<file path="src/pkg/sfr_pkg.sv">
package sfr_pkg;

  // ----------------------------------------------------------------
  // Register offsets (index; byte address is four times the index)
  // ----------------------------------------------------------------
  localparam logic [7:0] OFS_PORT_ZERO_PINS = 8'h80;
  localparam logic [7:0] OFS_STACK_TOP_POINTER = 8'h81;
  localparam logic [7:0] OFS_DATA_POINTER0_LOW = 8'h82;
  localparam logic [7:0] OFS_DATA_POINTER0_HIGH = 8'h83;
  localparam logic [7:0] OFS_DATA_POINTER1_LOW = 8'h84;
  localparam logic [7:0] OFS_DATA_POINTER1_HIGH = 8'h85;
  localparam logic [7:0] OFS_DATA_POINTER_SELECT = 8'h86;
  localparam logic [7:0] OFS_POWER_CONTROL = 8'h87;
  localparam logic [7:0] OFS_TIMER_RUN_CONTROL = 8'h88;
  localparam logic [7:0] OFS_TIMER_MODE_SELECT = 8'h89;
  localparam logic [7:0] OFS_TIMER0_LOW_BYTE = 8'h8a;
  localparam logic [7:0] OFS_TIMER1_LOW_BYTE = 8'h8b;
  localparam logic [7:0] OFS_TIMER0_HIGH_BYTE = 8'h8c;
  localparam logic [7:0] OFS_TIMER1_HIGH_BYTE = 8'h8d;
  localparam logic [7:0] OFS_CLOCK_RATE_CONTROL = 8'h8e;
  localparam logic [7:0] OFS_SPECIAL_FUNCTION_RESERVED = 8'h8f;
  localparam logic [7:0] OFS_PORT_ONE_PINS = 8'h90;
  localparam logic [7:0] OFS_EXTERNAL_IRQ_FLAGS = 8'h91;
  localparam logic [7:0] OFS_PORT_ZERO_ALTFUNC = 8'h95;
  localparam logic [7:0] OFS_PORT_ONE_DIRECTION = 8'h96;
  localparam logic [7:0] OFS_PORT_ONE_ALTFUNC = 8'h97;
  localparam logic [7:0] OFS_SERIAL_PORT_CONTROL = 8'h98;
  localparam logic [7:0] OFS_SERIAL_PORT_BUFFER = 8'h99;
  localparam logic [7:0] OFS_RADIO_PORT_PINS = 8'ha0;
  localparam logic [7:0] OFS_INTERRUPT_ENABLE = 8'ha8;
  localparam logic [7:0] OFS_PULSE_WIDTH_CONTROL = 8'ha9;
  localparam logic [7:0] OFS_PULSE_WIDTH_DUTY = 8'haa;
  localparam logic [7:0] OFS_WDOG_RTC_HIGH_BYTE = 8'hab;
  localparam logic [7:0] OFS_WDOG_RTC_LOW_BYTE = 8'hac;
  localparam logic [7:0] OFS_WDOG_RTC_ACCESS_CTRL = 8'had;
  localparam logic [7:0] OFS_RESET_CAUSE = 8'hb1;
  localparam logic [7:0] OFS_SERIAL_PERIPH_DATA = 8'hb2;
  localparam logic [7:0] OFS_SERIAL_PERIPH_ROUTE = 8'hb3;
  localparam logic [7:0] OFS_SERIAL_PERIPH_DIVIDER = 8'hb4;
  localparam logic [7:0] OFS_TICK_DIVIDER = 8'hb5;
  localparam logic [7:0] OFS_CORE_CLOCK_CONTROL = 8'hb6;
  localparam logic [7:0] OFS_LOW_FREQ_CLOCK_CONFIG = 8'hbf;
  localparam logic [7:0] OFS_TIMER2_CONTROL = 8'hc8;
  localparam logic [7:0] OFS_TIMER2_RELOAD_LOW = 8'hca;
  localparam logic [7:0] OFS_TIMER2_RELOAD_HIGH = 8'hcb;
  localparam logic [7:0] OFS_TIMER2_LOW_BYTE = 8'hcc;
  localparam logic [7:0] OFS_TIMER2_HIGH_BYTE = 8'hcd;
  localparam logic [7:0] OFS_PROGRAM_STATUS_WORD = 8'hd0;
  localparam logic [7:0] OFS_EXTENDED_IRQ_CONTROL = 8'hd8;
  localparam logic [7:0] OFS_MAIN_ARITH_OPERAND = 8'he0;
  localparam logic [7:0] OFS_EXTENDED_IRQ_ENABLE = 8'he8;
  localparam logic [7:0] OFS_MULTIPLY_AUX_OPERAND = 8'hf0;
  localparam logic [7:0] OFS_SILICON_STEPPING = 8'hfe;

  // ----------------------------------------------------------------
  // Reset values that are not zero, and RST_ZERO for all the rest
  // ----------------------------------------------------------------
  localparam logic [7:0] RST_ZERO = 8'h00;
  localparam logic [7:0] RST_PORT_PINS = 8'hff;
  localparam logic [7:0] RST_STACK_TOP_POINTER = 8'h07;
  localparam logic [7:0] RST_POWER_CONTROL = 8'h30;
  localparam logic [7:0] RST_CLOCK_RATE_CONTROL = 8'h01;
  localparam logic [7:0] RST_EXTERNAL_IRQ_FLAGS = 8'h08;
  localparam logic [7:0] RST_PORT_ONE_DIRECTION = 8'hf4;
  localparam logic [7:0] RST_RADIO_PORT_PINS = 8'h08;
  localparam logic [7:0] RST_RESET_CAUSE = 8'h02;
  localparam logic [7:0] RST_TICK_DIVIDER = 8'h1d;
  localparam logic [7:0] RST_LOW_FREQ_CLOCK_CONFIG = 8'h27;
  localparam logic [7:0] RST_EXTENDED_IRQ_CONTROL = 8'h40;
  localparam logic [7:0] RST_EXTENDED_IRQ_ENABLE = 8'he0;

  // ----------------------------------------------------------------
  // Status word fields and bus layout
  // ----------------------------------------------------------------
  localparam int POS_ARITH_CARRY_FLAG = 7;
  localparam int POS_NIBBLE_CARRY_FLAG = 6;
  localparam int POS_USER_FLAG_ZERO = 5;
  localparam int POS_BANK_SELECT_HIGH = 4;
  localparam int POS_BANK_SELECT_LOW = 3;
  localparam int POS_ARITH_EXCEPTION_FLAG = 2;
  localparam int POS_USER_FLAG_ONE = 1;
  localparam int POS_PARITY_FLAG = 0;
  localparam int WB_ADR_W = 12;
  localparam int WB_BIT_WINDOW = 10;

  // Requests from the core's instruction logic
  typedef struct packed {
    logic acc_we;
    logic [7:0] acc_d;
    logic arith_we;
    logic carry;
    logic nibble_carry;
    logic exception;
    logic bit_we;
    logic [7:0] bit_adr;
    logic bit_val;
  } sfr_core_req_t;

endpackage

</file>
<file path="src/rtl/sfr_regbank.sv">
// Design decision made here: the Wishbone register port.
`timescale 1ns/1ps

// Operation
// - Carry flag tracks carry or borrow of arithmetic
// - Nibble carry tracks carry/borrow at nibble boundary
// - Exception flag tracks carry, borrow or overflow
// - Parity flag equals XOR of accumulator bits
// - Bank select bits pick an eight-byte bank
// - User flags change only by software writes
// - Reset loads every register's listed value
// - Status word at 0xD0, bit addressable
module sfr_regbank #(
  parameter logic [7:0] SILICON_STEPPING_VAL = 8'h5a // Arbitrary value
) (
  // Clock and reset
  input wire logic i_clk_sys,
  input wire logic i_nrst,
  // Wishbone slave
  input wire logic i_wb_cyc,
  input wire logic i_wb_stb,
  input wire logic i_wb_we,
  input wire logic [sfr_pkg::WB_ADR_W-1:0] i_wb_adr,
  input wire logic [31:0] i_wb_dat,
  input wire logic [3:0] i_wb_sel,
  output logic [31:0] o_wb_dat,
  output logic o_wb_ack,
  // Core side
  input wire sfr_pkg::sfr_core_req_t i_core,
  output logic [7:0] o_program_status_word,
  output logic [7:0] o_main_arith_operand,
  output logic [7:0] o_stack_top_pointer,
  output logic [7:0] o_bank_base
);
  import sfr_pkg::*;

  // ----------------------------------------------------------------
  // Decode functions
  // ----------------------------------------------------------------
  function automatic logic is_mapped(logic [7:0] idx);
    case (idx)
      OFS_PORT_ZERO_PINS, OFS_STACK_TOP_POINTER,
      OFS_DATA_POINTER0_LOW, OFS_DATA_POINTER0_HIGH,
      OFS_DATA_POINTER1_LOW, OFS_DATA_POINTER1_HIGH,
      OFS_DATA_POINTER_SELECT, OFS_POWER_CONTROL,
      OFS_TIMER_RUN_CONTROL, OFS_TIMER_MODE_SELECT,
      OFS_TIMER0_LOW_BYTE, OFS_TIMER1_LOW_BYTE,
      OFS_TIMER0_HIGH_BYTE, OFS_TIMER1_HIGH_BYTE,
      OFS_CLOCK_RATE_CONTROL, OFS_SPECIAL_FUNCTION_RESERVED,
      OFS_PORT_ONE_PINS, OFS_EXTERNAL_IRQ_FLAGS,
      OFS_PORT_ZERO_ALTFUNC, OFS_PORT_ONE_DIRECTION,
      OFS_PORT_ONE_ALTFUNC, OFS_SERIAL_PORT_CONTROL,
      OFS_SERIAL_PORT_BUFFER, OFS_RADIO_PORT_PINS,
      OFS_INTERRUPT_ENABLE, OFS_PULSE_WIDTH_CONTROL,
      OFS_PULSE_WIDTH_DUTY, OFS_WDOG_RTC_HIGH_BYTE,
      OFS_WDOG_RTC_LOW_BYTE, OFS_WDOG_RTC_ACCESS_CTRL,
      OFS_RESET_CAUSE, OFS_SERIAL_PERIPH_DATA,
      OFS_SERIAL_PERIPH_ROUTE, OFS_SERIAL_PERIPH_DIVIDER,
      OFS_TICK_DIVIDER, OFS_CORE_CLOCK_CONTROL,
      OFS_LOW_FREQ_CLOCK_CONFIG, OFS_TIMER2_CONTROL,
      OFS_TIMER2_RELOAD_LOW, OFS_TIMER2_RELOAD_HIGH,
      OFS_TIMER2_LOW_BYTE, OFS_TIMER2_HIGH_BYTE,
      OFS_PROGRAM_STATUS_WORD, OFS_EXTENDED_IRQ_CONTROL,
      OFS_MAIN_ARITH_OPERAND, OFS_EXTENDED_IRQ_ENABLE,
      OFS_MULTIPLY_AUX_OPERAND, OFS_SILICON_STEPPING:
        is_mapped = 1'b1;
      default:
        is_mapped = 1'b0;
    endcase
  endfunction

  // Reserved and read-only locations never take a write
  function automatic logic is_writable(logic [7:0] idx);
    is_writable = is_mapped(idx) && (idx != OFS_SPECIAL_FUNCTION_RESERVED)
      && (idx != OFS_SILICON_STEPPING);
  endfunction

  // Only mapped registers at multiples of eight carry single bits
  function automatic logic is_bit_reg(logic [7:0] idx);
    is_bit_reg = is_writable(idx) && (idx[2:0] == 3'b000);
  endfunction

  function automatic logic [7:0] bit_reg(logic [7:0] badr);
    bit_reg = {badr[7:3], 3'b000};
  endfunction

  function automatic logic [7:0] reset_val(logic [7:0] idx);
    case (idx)
      OFS_PORT_ZERO_PINS: reset_val = RST_PORT_PINS;
      OFS_PORT_ONE_PINS: reset_val = RST_PORT_PINS;
      OFS_STACK_TOP_POINTER: reset_val = RST_STACK_TOP_POINTER;
      OFS_POWER_CONTROL: reset_val = RST_POWER_CONTROL;
      OFS_CLOCK_RATE_CONTROL: reset_val = RST_CLOCK_RATE_CONTROL;
      OFS_EXTERNAL_IRQ_FLAGS: reset_val = RST_EXTERNAL_IRQ_FLAGS;
      OFS_PORT_ONE_DIRECTION: reset_val = RST_PORT_ONE_DIRECTION;
      OFS_RADIO_PORT_PINS: reset_val = RST_RADIO_PORT_PINS;
      OFS_RESET_CAUSE: reset_val = RST_RESET_CAUSE;
      OFS_TICK_DIVIDER: reset_val = RST_TICK_DIVIDER;
      OFS_LOW_FREQ_CLOCK_CONFIG: reset_val = RST_LOW_FREQ_CLOCK_CONFIG;
      OFS_EXTENDED_IRQ_CONTROL: reset_val = RST_EXTENDED_IRQ_CONTROL;
      OFS_EXTENDED_IRQ_ENABLE: reset_val = RST_EXTENDED_IRQ_ENABLE;
      default: reset_val = RST_ZERO;
    endcase
  endfunction

  function automatic logic [7:0] put_bit(logic [7:0] v, logic [2:0] p, logic b);
    logic [7:0] r;
    r = v;
    r[p] = b;
    return r;
  endfunction

  // ----------------------------------------------------------------
  // Bus request decode
  // ----------------------------------------------------------------
  logic [7:0] mem_q [0:127];
  logic ack_q;
  logic [7:0] rd_q;
  logic req;
  logic bit_win;
  logic [7:0] wb_idx;
  logic [7:0] wb_breg;
  logic [7:0] core_breg;
  logic wb_byte_wr;
  logic wb_bit_wr;
  logic core_bit_wr;
  logic [7:0] acc_d;
  logic [7:0] psw_d;
  logic [7:0] rd_d;

  // A new request is only taken while no answer is standing
  assign req = i_wb_cyc && i_wb_stb && !ack_q;
  assign bit_win = i_wb_adr[WB_BIT_WINDOW];
  assign wb_idx = i_wb_adr[9:2];
  assign wb_breg = bit_reg(wb_idx);
  assign core_breg = bit_reg(i_core.bit_adr);
  assign wb_byte_wr = req && i_wb_we && i_wb_sel[0] && !bit_win
    && is_writable(wb_idx);
  assign wb_bit_wr = req && i_wb_we && i_wb_sel[0] && bit_win
    && is_bit_reg(wb_breg);
  assign core_bit_wr = i_core.bit_we && is_bit_reg(core_breg);

  // ----------------------------------------------------------------
  // Accumulator and status word next values
  // ----------------------------------------------------------------
  always_comb
  begin
    acc_d = mem_q[OFS_MAIN_ARITH_OPERAND[6:0]];
    if (wb_byte_wr && (wb_idx == OFS_MAIN_ARITH_OPERAND))
    begin
      acc_d = i_wb_dat[7:0];
    end
    if (wb_bit_wr && (wb_breg == OFS_MAIN_ARITH_OPERAND))
    begin
      acc_d = put_bit(acc_d, wb_idx[2:0], i_wb_dat[0]);
    end
    if (core_bit_wr && (core_breg == OFS_MAIN_ARITH_OPERAND))
    begin
      acc_d = put_bit(acc_d, i_core.bit_adr[2:0], i_core.bit_val);
    end
    // Instruction results win over a bus write in the same cycle
    if (i_core.acc_we)
    begin
      acc_d = i_core.acc_d;
    end
  end

  always_comb
  begin
    psw_d = mem_q[OFS_PROGRAM_STATUS_WORD[6:0]];
    if (wb_byte_wr && (wb_idx == OFS_PROGRAM_STATUS_WORD))
    begin
      psw_d = i_wb_dat[7:0];
    end
    if (wb_bit_wr && (wb_breg == OFS_PROGRAM_STATUS_WORD))
    begin
      psw_d = put_bit(psw_d, wb_idx[2:0], i_wb_dat[0]);
    end
    if (core_bit_wr && (core_breg == OFS_PROGRAM_STATUS_WORD))
    begin
      psw_d = put_bit(psw_d, i_core.bit_adr[2:0], i_core.bit_val);
    end
    // Arithmetic touches only the three result flags, never the user flags
    if (i_core.arith_we)
    begin
      psw_d[POS_ARITH_CARRY_FLAG] = i_core.carry;
      psw_d[POS_NIBBLE_CARRY_FLAG] = i_core.nibble_carry;
      psw_d[POS_ARITH_EXCEPTION_FLAG] = i_core.exception;
    end
    // Parity follows the next accumulator so it never lags a cycle
    psw_d[POS_PARITY_FLAG] = ^acc_d;
  end

  // ----------------------------------------------------------------
  // Register storage
  // ----------------------------------------------------------------
  always_ff @(posedge i_clk_sys or negedge i_nrst)
  begin
    if (!i_nrst)
    begin
      for (int i = 0; i < 128; i++)
      begin
        mem_q[i] <= reset_val({1'b1, 7'(i)});
      end
    end
    else
    begin
      if (wb_byte_wr)
      begin
        mem_q[wb_idx[6:0]] <= i_wb_dat[7:0];
      end
      if (wb_bit_wr)
      begin
        mem_q[wb_breg[6:0]][wb_idx[2:0]] <= i_wb_dat[0];
      end
      if (core_bit_wr)
      begin
        mem_q[core_breg[6:0]][i_core.bit_adr[2:0]] <= i_core.bit_val;
      end
      // Last assignments win for the two registers with merged sources
      mem_q[OFS_MAIN_ARITH_OPERAND[6:0]] <= acc_d;
      mem_q[OFS_PROGRAM_STATUS_WORD[6:0]] <= psw_d;
    end
  end

  // ----------------------------------------------------------------
  // Read path and acknowledge
  // ----------------------------------------------------------------
  always_comb
  begin
    rd_d = 8'h00;
    if (bit_win)
    begin
      if (is_bit_reg(wb_breg))
      begin
        rd_d = {7'h00, mem_q[wb_breg[6:0]][wb_idx[2:0]]};
      end
    end
    else if (wb_idx == OFS_SILICON_STEPPING)
    begin
      rd_d = SILICON_STEPPING_VAL;
    end
    else if (is_writable(wb_idx))
    begin
      rd_d = mem_q[wb_idx[6:0]];
    end
  end

  // Unmapped addresses still answer, reading zero, so no master hangs
  always_ff @(posedge i_clk_sys or negedge i_nrst)
  begin
    if (!i_nrst)
    begin
      ack_q <= 1'b0;
    end
    else
    begin
      ack_q <= req;
    end
  end

  always_ff @(posedge i_clk_sys or negedge i_nrst)
  begin
    if (!i_nrst)
    begin
      rd_q <= 8'h00;
    end
    else if (req && !i_wb_we)
    begin
      rd_q <= rd_d;
    end
  end

  // ----------------------------------------------------------------
  // Outputs
  // ----------------------------------------------------------------
  assign o_wb_ack = ack_q;
  assign o_wb_dat = {24'h00_0000, rd_q};
  assign o_program_status_word = mem_q[OFS_PROGRAM_STATUS_WORD[6:0]];
  assign o_main_arith_operand = mem_q[OFS_MAIN_ARITH_OPERAND[6:0]];
  assign o_stack_top_pointer = mem_q[OFS_STACK_TOP_POINTER[6:0]];
  // Bank base is bank number times eight: 0x00, 0x08, 0x10, 0x18
  assign o_bank_base = {3'b000,
    mem_q[OFS_PROGRAM_STATUS_WORD[6:0]][POS_BANK_SELECT_HIGH],
    mem_q[OFS_PROGRAM_STATUS_WORD[6:0]][POS_BANK_SELECT_LOW], 3'b000};

endmodule // sfr_regbank

</file>
<file path="config.mk">
export PLATFORM = sky130hd
export DESIGN_NAME = sfr_regbank
export DESIGN_NICKNAME = d
export VERILOG_FILES = /design/src/pkg/sfr_pkg.sv /design/src/rtl/sfr_regbank.sv
export SDC_FILE = /design/constraint.sdc
export NUM_CORES = 2
export LEC_CHECK = 0
export BUFFER_PORTS_ARGS = -buffer_cell sky130_fd_sc_hd__buf_2
export CORE_MARGIN = 1.5
export CORE_UTILIZATION = 60
export CTS_CLUSTER_SIZE = 8
export DETAILED_ROUTE_END_ITERATION = 7
export HOLD_SLACK_MARGIN = 0.1
export PLACE_DENSITY = 0.77
export SYNTH_ARGS = -nofsm -noshare
export SYNTH_HDL_FRONTEND = slang
export SYNTH_SLANG_ARGS = --single-unit
</file>
<file path="constraint.sdc">
create_clock -name i_clk_sys -period 5.75 [get_ports i_clk_sys]
set_input_delay 0 -clock i_clk_sys [delete_from_list [all_inputs] [get_ports i_clk_sys]]
set_output_delay 0 -clock i_clk_sys [all_outputs]
set_load 0.02 [all_outputs]
</file>
==> metrics.yaml <==
outcome: "complete, no violations"
postLayoutCoreUtil_pct: 65.72
post-route-min-period_ns: 3.758
critical_path.top_delay_family: "buffers and inverters"
first_global_vias: 27590
yosys.cell_count.top_type: "sky130_fd_sc_hd__dfrtp_1"
globalRouteOverflowTotal: 0
postCtsSetupBuffers: 0
buffers_inverters_on_critical_path: 4
crit_end_category: "flop"
fp.dieArea_sq_um: 77390
clock_skew_ns: 0.02765
cpPeakStageDelay_ns: 0.69
critPathMostFrequentCell: "sky130_fd_sc_hd__buf_4"
critical_path.startpoint_type: "primary input"
numClockSinks: 1033
netlist-cell-type-count: 76
relSlewSlack_pct: 17.13
cts_tree: "yes"
floorplan.die.height_um: 278.2
timing_max_transition_violations_final: 0
viasPerCell: 6.465
met2_usage_pct: 48.04
grt_use_met3_pct: 7.388
clock_transition_at_the_registers_of_the_reported_paths_ns: 0.05
grt_setup_unrepaired: "no"
ioPinCount: 141
syn_avg_cell_area_sq_um: 13.43
fmax_mhz: 266.1
final_hold_viol_count: 0
core_region_area_sq_um: 74700
worst-path-stages: 12
worstHoldPathCells: 3
post-place-cells: 3612
final.fill_count: 4930
fp.dieW_um: 278.2
first_pass_grt_wire_length_um: 179500
final.setup.tns_ns: 0
synth_area_sq_um: 45440
instances_no_fill: 3936
area_growth_syn_to_layout_pct: 8.036
clock_latency_of_the_later_clocked_register_in_the_worst_skew_pair_ns: 0.75
synth_top_cell_by_area: "sky130_fd_sc_hd__dfrtp_1"
detail_route.drc_violations: 0
numCtsBuffers: 147
critical_path_arrival_ns: 4.38
htreeDepth: 4
avgRoutedWirePerCell_um: 30.04
main_synth_ff_type: "sky130_fd_sc_hd__dfrtp_1"
ff2ff_path_depth: 8
synth-warning-count: 0
postCtsHoldBufs: 90
rows: 100
placedInstanceArea_sq_um: 43920
drc_marker_count_from_the_first_detailed_route_iteration: 2677
timing.critical_path.fanout_max: 28
antenna_found_initial: 2
drt_first_pass_iters: 6
post_cts_resize_count: 0
critPathRequiredTime_ns: 6.37
detailedPlacementHpwl_um: 75270
grt_max_degree: 202
use_met1_pct: 43.60
top_usage_layer: "met2"
instance_count_of_the_mapped_netlist: 3383
power_per_cell_area_nw_per_um2: 333.0
p_leak_uw: 0.02267
finalWeightedCongestion: 0.9757
synth_top_area_share_pct: 54.58
via_count: 25447
ant_nets: 0
fin_ws_ns: 1.992
maxCapViolCount: 0
yosysSeqAreaShare_pct: 57.01
netlist_top_cells_count: "sky130_fd_sc_hd__dfrtp_1, sky130_fd_sc_hd__clkbuf_1, sky130_fd_sc_hd__mux4_2, sky130_fd_sc_hd__mux2_2, sky130_fd_sc_hd__o22ai_1"
final_layout_size_suffix_gt1_share_pct: 33.60
crit_path_cell_trace: "dlygate4sd3_1, buf_2, buf_4, or3_1, o2111ai_1, and3_1, a21bo_2, a211oi_4, buf_4, and2_1, nand2_1, mux2_2"
slowest_stage: "sky130_fd_sc_hd__buf_2"
synth.ff_latch_count: 1033
postSynth.asyncResetShare_pct: 100.0
worst-slew-pin-transition_ns: 1.238
num-nets-final: 2958
routed_wl_um: 118200
start_util_pct: 60.83
synth_edf_count: 0
final_worst_path_cycle_share_pct: 65.36
portBuffers: 80
vdd_drop_max_v: 0.0003406
setup_viols_final: 0
clock-root-buffer: "sky130_fd_sc_hd__clkbuf_16"
placement.setup.worst_slack_ns: 1.901
synth_area_leaders: "sky130_fd_sc_hd__dfrtp_1, sky130_fd_sc_hd__mux4_2, sky130_fd_sc_hd__mux2_2, sky130_fd_sc_hd__clkbuf_1, sky130_fd_sc_hd__dfstp_2"
hold_path.class: "in -> reg"
setup_cp_type: "in -> reg"
grtUsageTotal_pct: 31.63
stdcell_area_sq_um: 49090
cts-root-to-sink-buffers: 3
cell type report:
class / count / area, sq um / share of cell area (%)
Antenna cell: 3 / 7.507 / 0.01529
Clock buffer: 219 / 4013 / 8.174
Clock inverter: 12 / 232.7 / 0.4741
Inverter: 4 / 15.01 / 0.03059
Multi-Input combinational cell: 1474 / 15870 / 32.32
Sequential cell: 1033 / 25900 / 52.77
Tap cell: 969 / 1212 / 2.470
Timing Repair Buffer: 222 / 1838 / 3.744
worst min-delay path, cell delays in order:
cell and delay, ns:
sky130_fd_sc_hd__buf_2 0.07, sky130_fd_sc_hd__and3b_1 0.23, sky130_fd_sc_hd__dlygate4sd3_1 0.57
layout by cell type, fill, tap and decap left out, types with 5 or more instances in the layout:
| cell type | instances |
|---|---|
| sky130_fd_sc_hd__a211oi_1 | 16 |
| sky130_fd_sc_hd__a21oi_1 | 81 |
| sky130_fd_sc_hd__a221o_1 | 5 |
| sky130_fd_sc_hd__a22oi_1 | 27 |
| sky130_fd_sc_hd__a2bb2oi_2 | 7 |
| sky130_fd_sc_hd__a31oi_1 | 8 |
| sky130_fd_sc_hd__and2_1 | 6 |
| sky130_fd_sc_hd__and3_1 | 6 |
| sky130_fd_sc_hd__buf_12 | 7 |
| sky130_fd_sc_hd__buf_2 | 75 |
| sky130_fd_sc_hd__buf_4 | 46 |
| sky130_fd_sc_hd__clkbuf_1 | 69 |
| sky130_fd_sc_hd__clkbuf_16 | 150 |
| sky130_fd_sc_hd__conb_1 | 30 |
| sky130_fd_sc_hd__dfrtp_1 | 991 |
| sky130_fd_sc_hd__dfstp_2 | 42 |
| sky130_fd_sc_hd__dlygate4sd3_1 | 89 |
| sky130_fd_sc_hd__inv_16 | 5 |
| sky130_fd_sc_hd__mux2_1 | 11 |
| sky130_fd_sc_hd__mux2_2 | 263 |
| sky130_fd_sc_hd__mux2i_1 | 58 |
| sky130_fd_sc_hd__mux4_2 | 330 |
| sky130_fd_sc_hd__nand2_1 | 111 |
| sky130_fd_sc_hd__nand2b_1 | 10 |
| sky130_fd_sc_hd__nand3_1 | 40 |
| sky130_fd_sc_hd__nand3_2 | 20 |
| sky130_fd_sc_hd__nand4_2 | 5 |
| sky130_fd_sc_hd__nor2_1 | 111 |
| sky130_fd_sc_hd__nor2b_1 | 26 |
| sky130_fd_sc_hd__nor3_1 | 16 |
| sky130_fd_sc_hd__o211ai_1 | 14 |
| sky130_fd_sc_hd__o21ai_0 | 34 |
| sky130_fd_sc_hd__o21bai_1 | 6 |
| sky130_fd_sc_hd__o22ai_1 | 138 |
| sky130_fd_sc_hd__or2_2 | 6 |
| sky130_fd_sc_hd__or3_1 | 9 |
power by group:
part / total [uW] / internal (uW) / switching [uW]
clock: 7990 / 4800 / 3190
combinational: 928 / 320 / 608
sequential: 7430 / 7340 / 92.3
worst paths after layout:
kind,startpoint,end,slack (ns)
worst max-delay path,i_wb_adr[6],flop,1.99
worst min-delay path,i_wb_cyc,o_wb_ack,0.17
worst max register to register,o_wb_ack,mem_q[447],2.10
worst min register to register,flop,flop,0.37
max in group asynchronous,i_nrst,asynchronous set/reset pin,4.16
min in group asynchronous,i_nrst,asynchronous set/reset pin,0.48
per-stage QoR:
stage                     power [uW]  hold WS [ns]
after floorplan                 8038       -0.2956
after global placement          8399        0.1410
after detailed placement        8418        0.1710
after CTS                      16460        0.1636
after global routing           16860        0.2000
final                          16350        0.1684
per-layer routing:
| layer | vias up | share of wire (%) |
|---|---|---|
| li1 | 10646 | - |
| met3 | 308 | 8.1 |
| met5 | - | 0.015 |
| met4 | 2 | 4.6 |
| met1 | 13283 | 40 |
| met2 | 1208 | 47 |
kinds of logic (layout without fill, tap and decap cells):
kind of cell,after synthesis,count (layout),share of synthesized area [%]
buf+inv,905,457,8.349
other cells,1,33,0.008253
compound gates,379,379,5.543
flops,1033,1033,57.01
simple gates,397,397,4.519
xor+xnor,6,6,0.1460
mux,662,662,24.43
No activity file was read; power rests on OpenSTA's default activity.
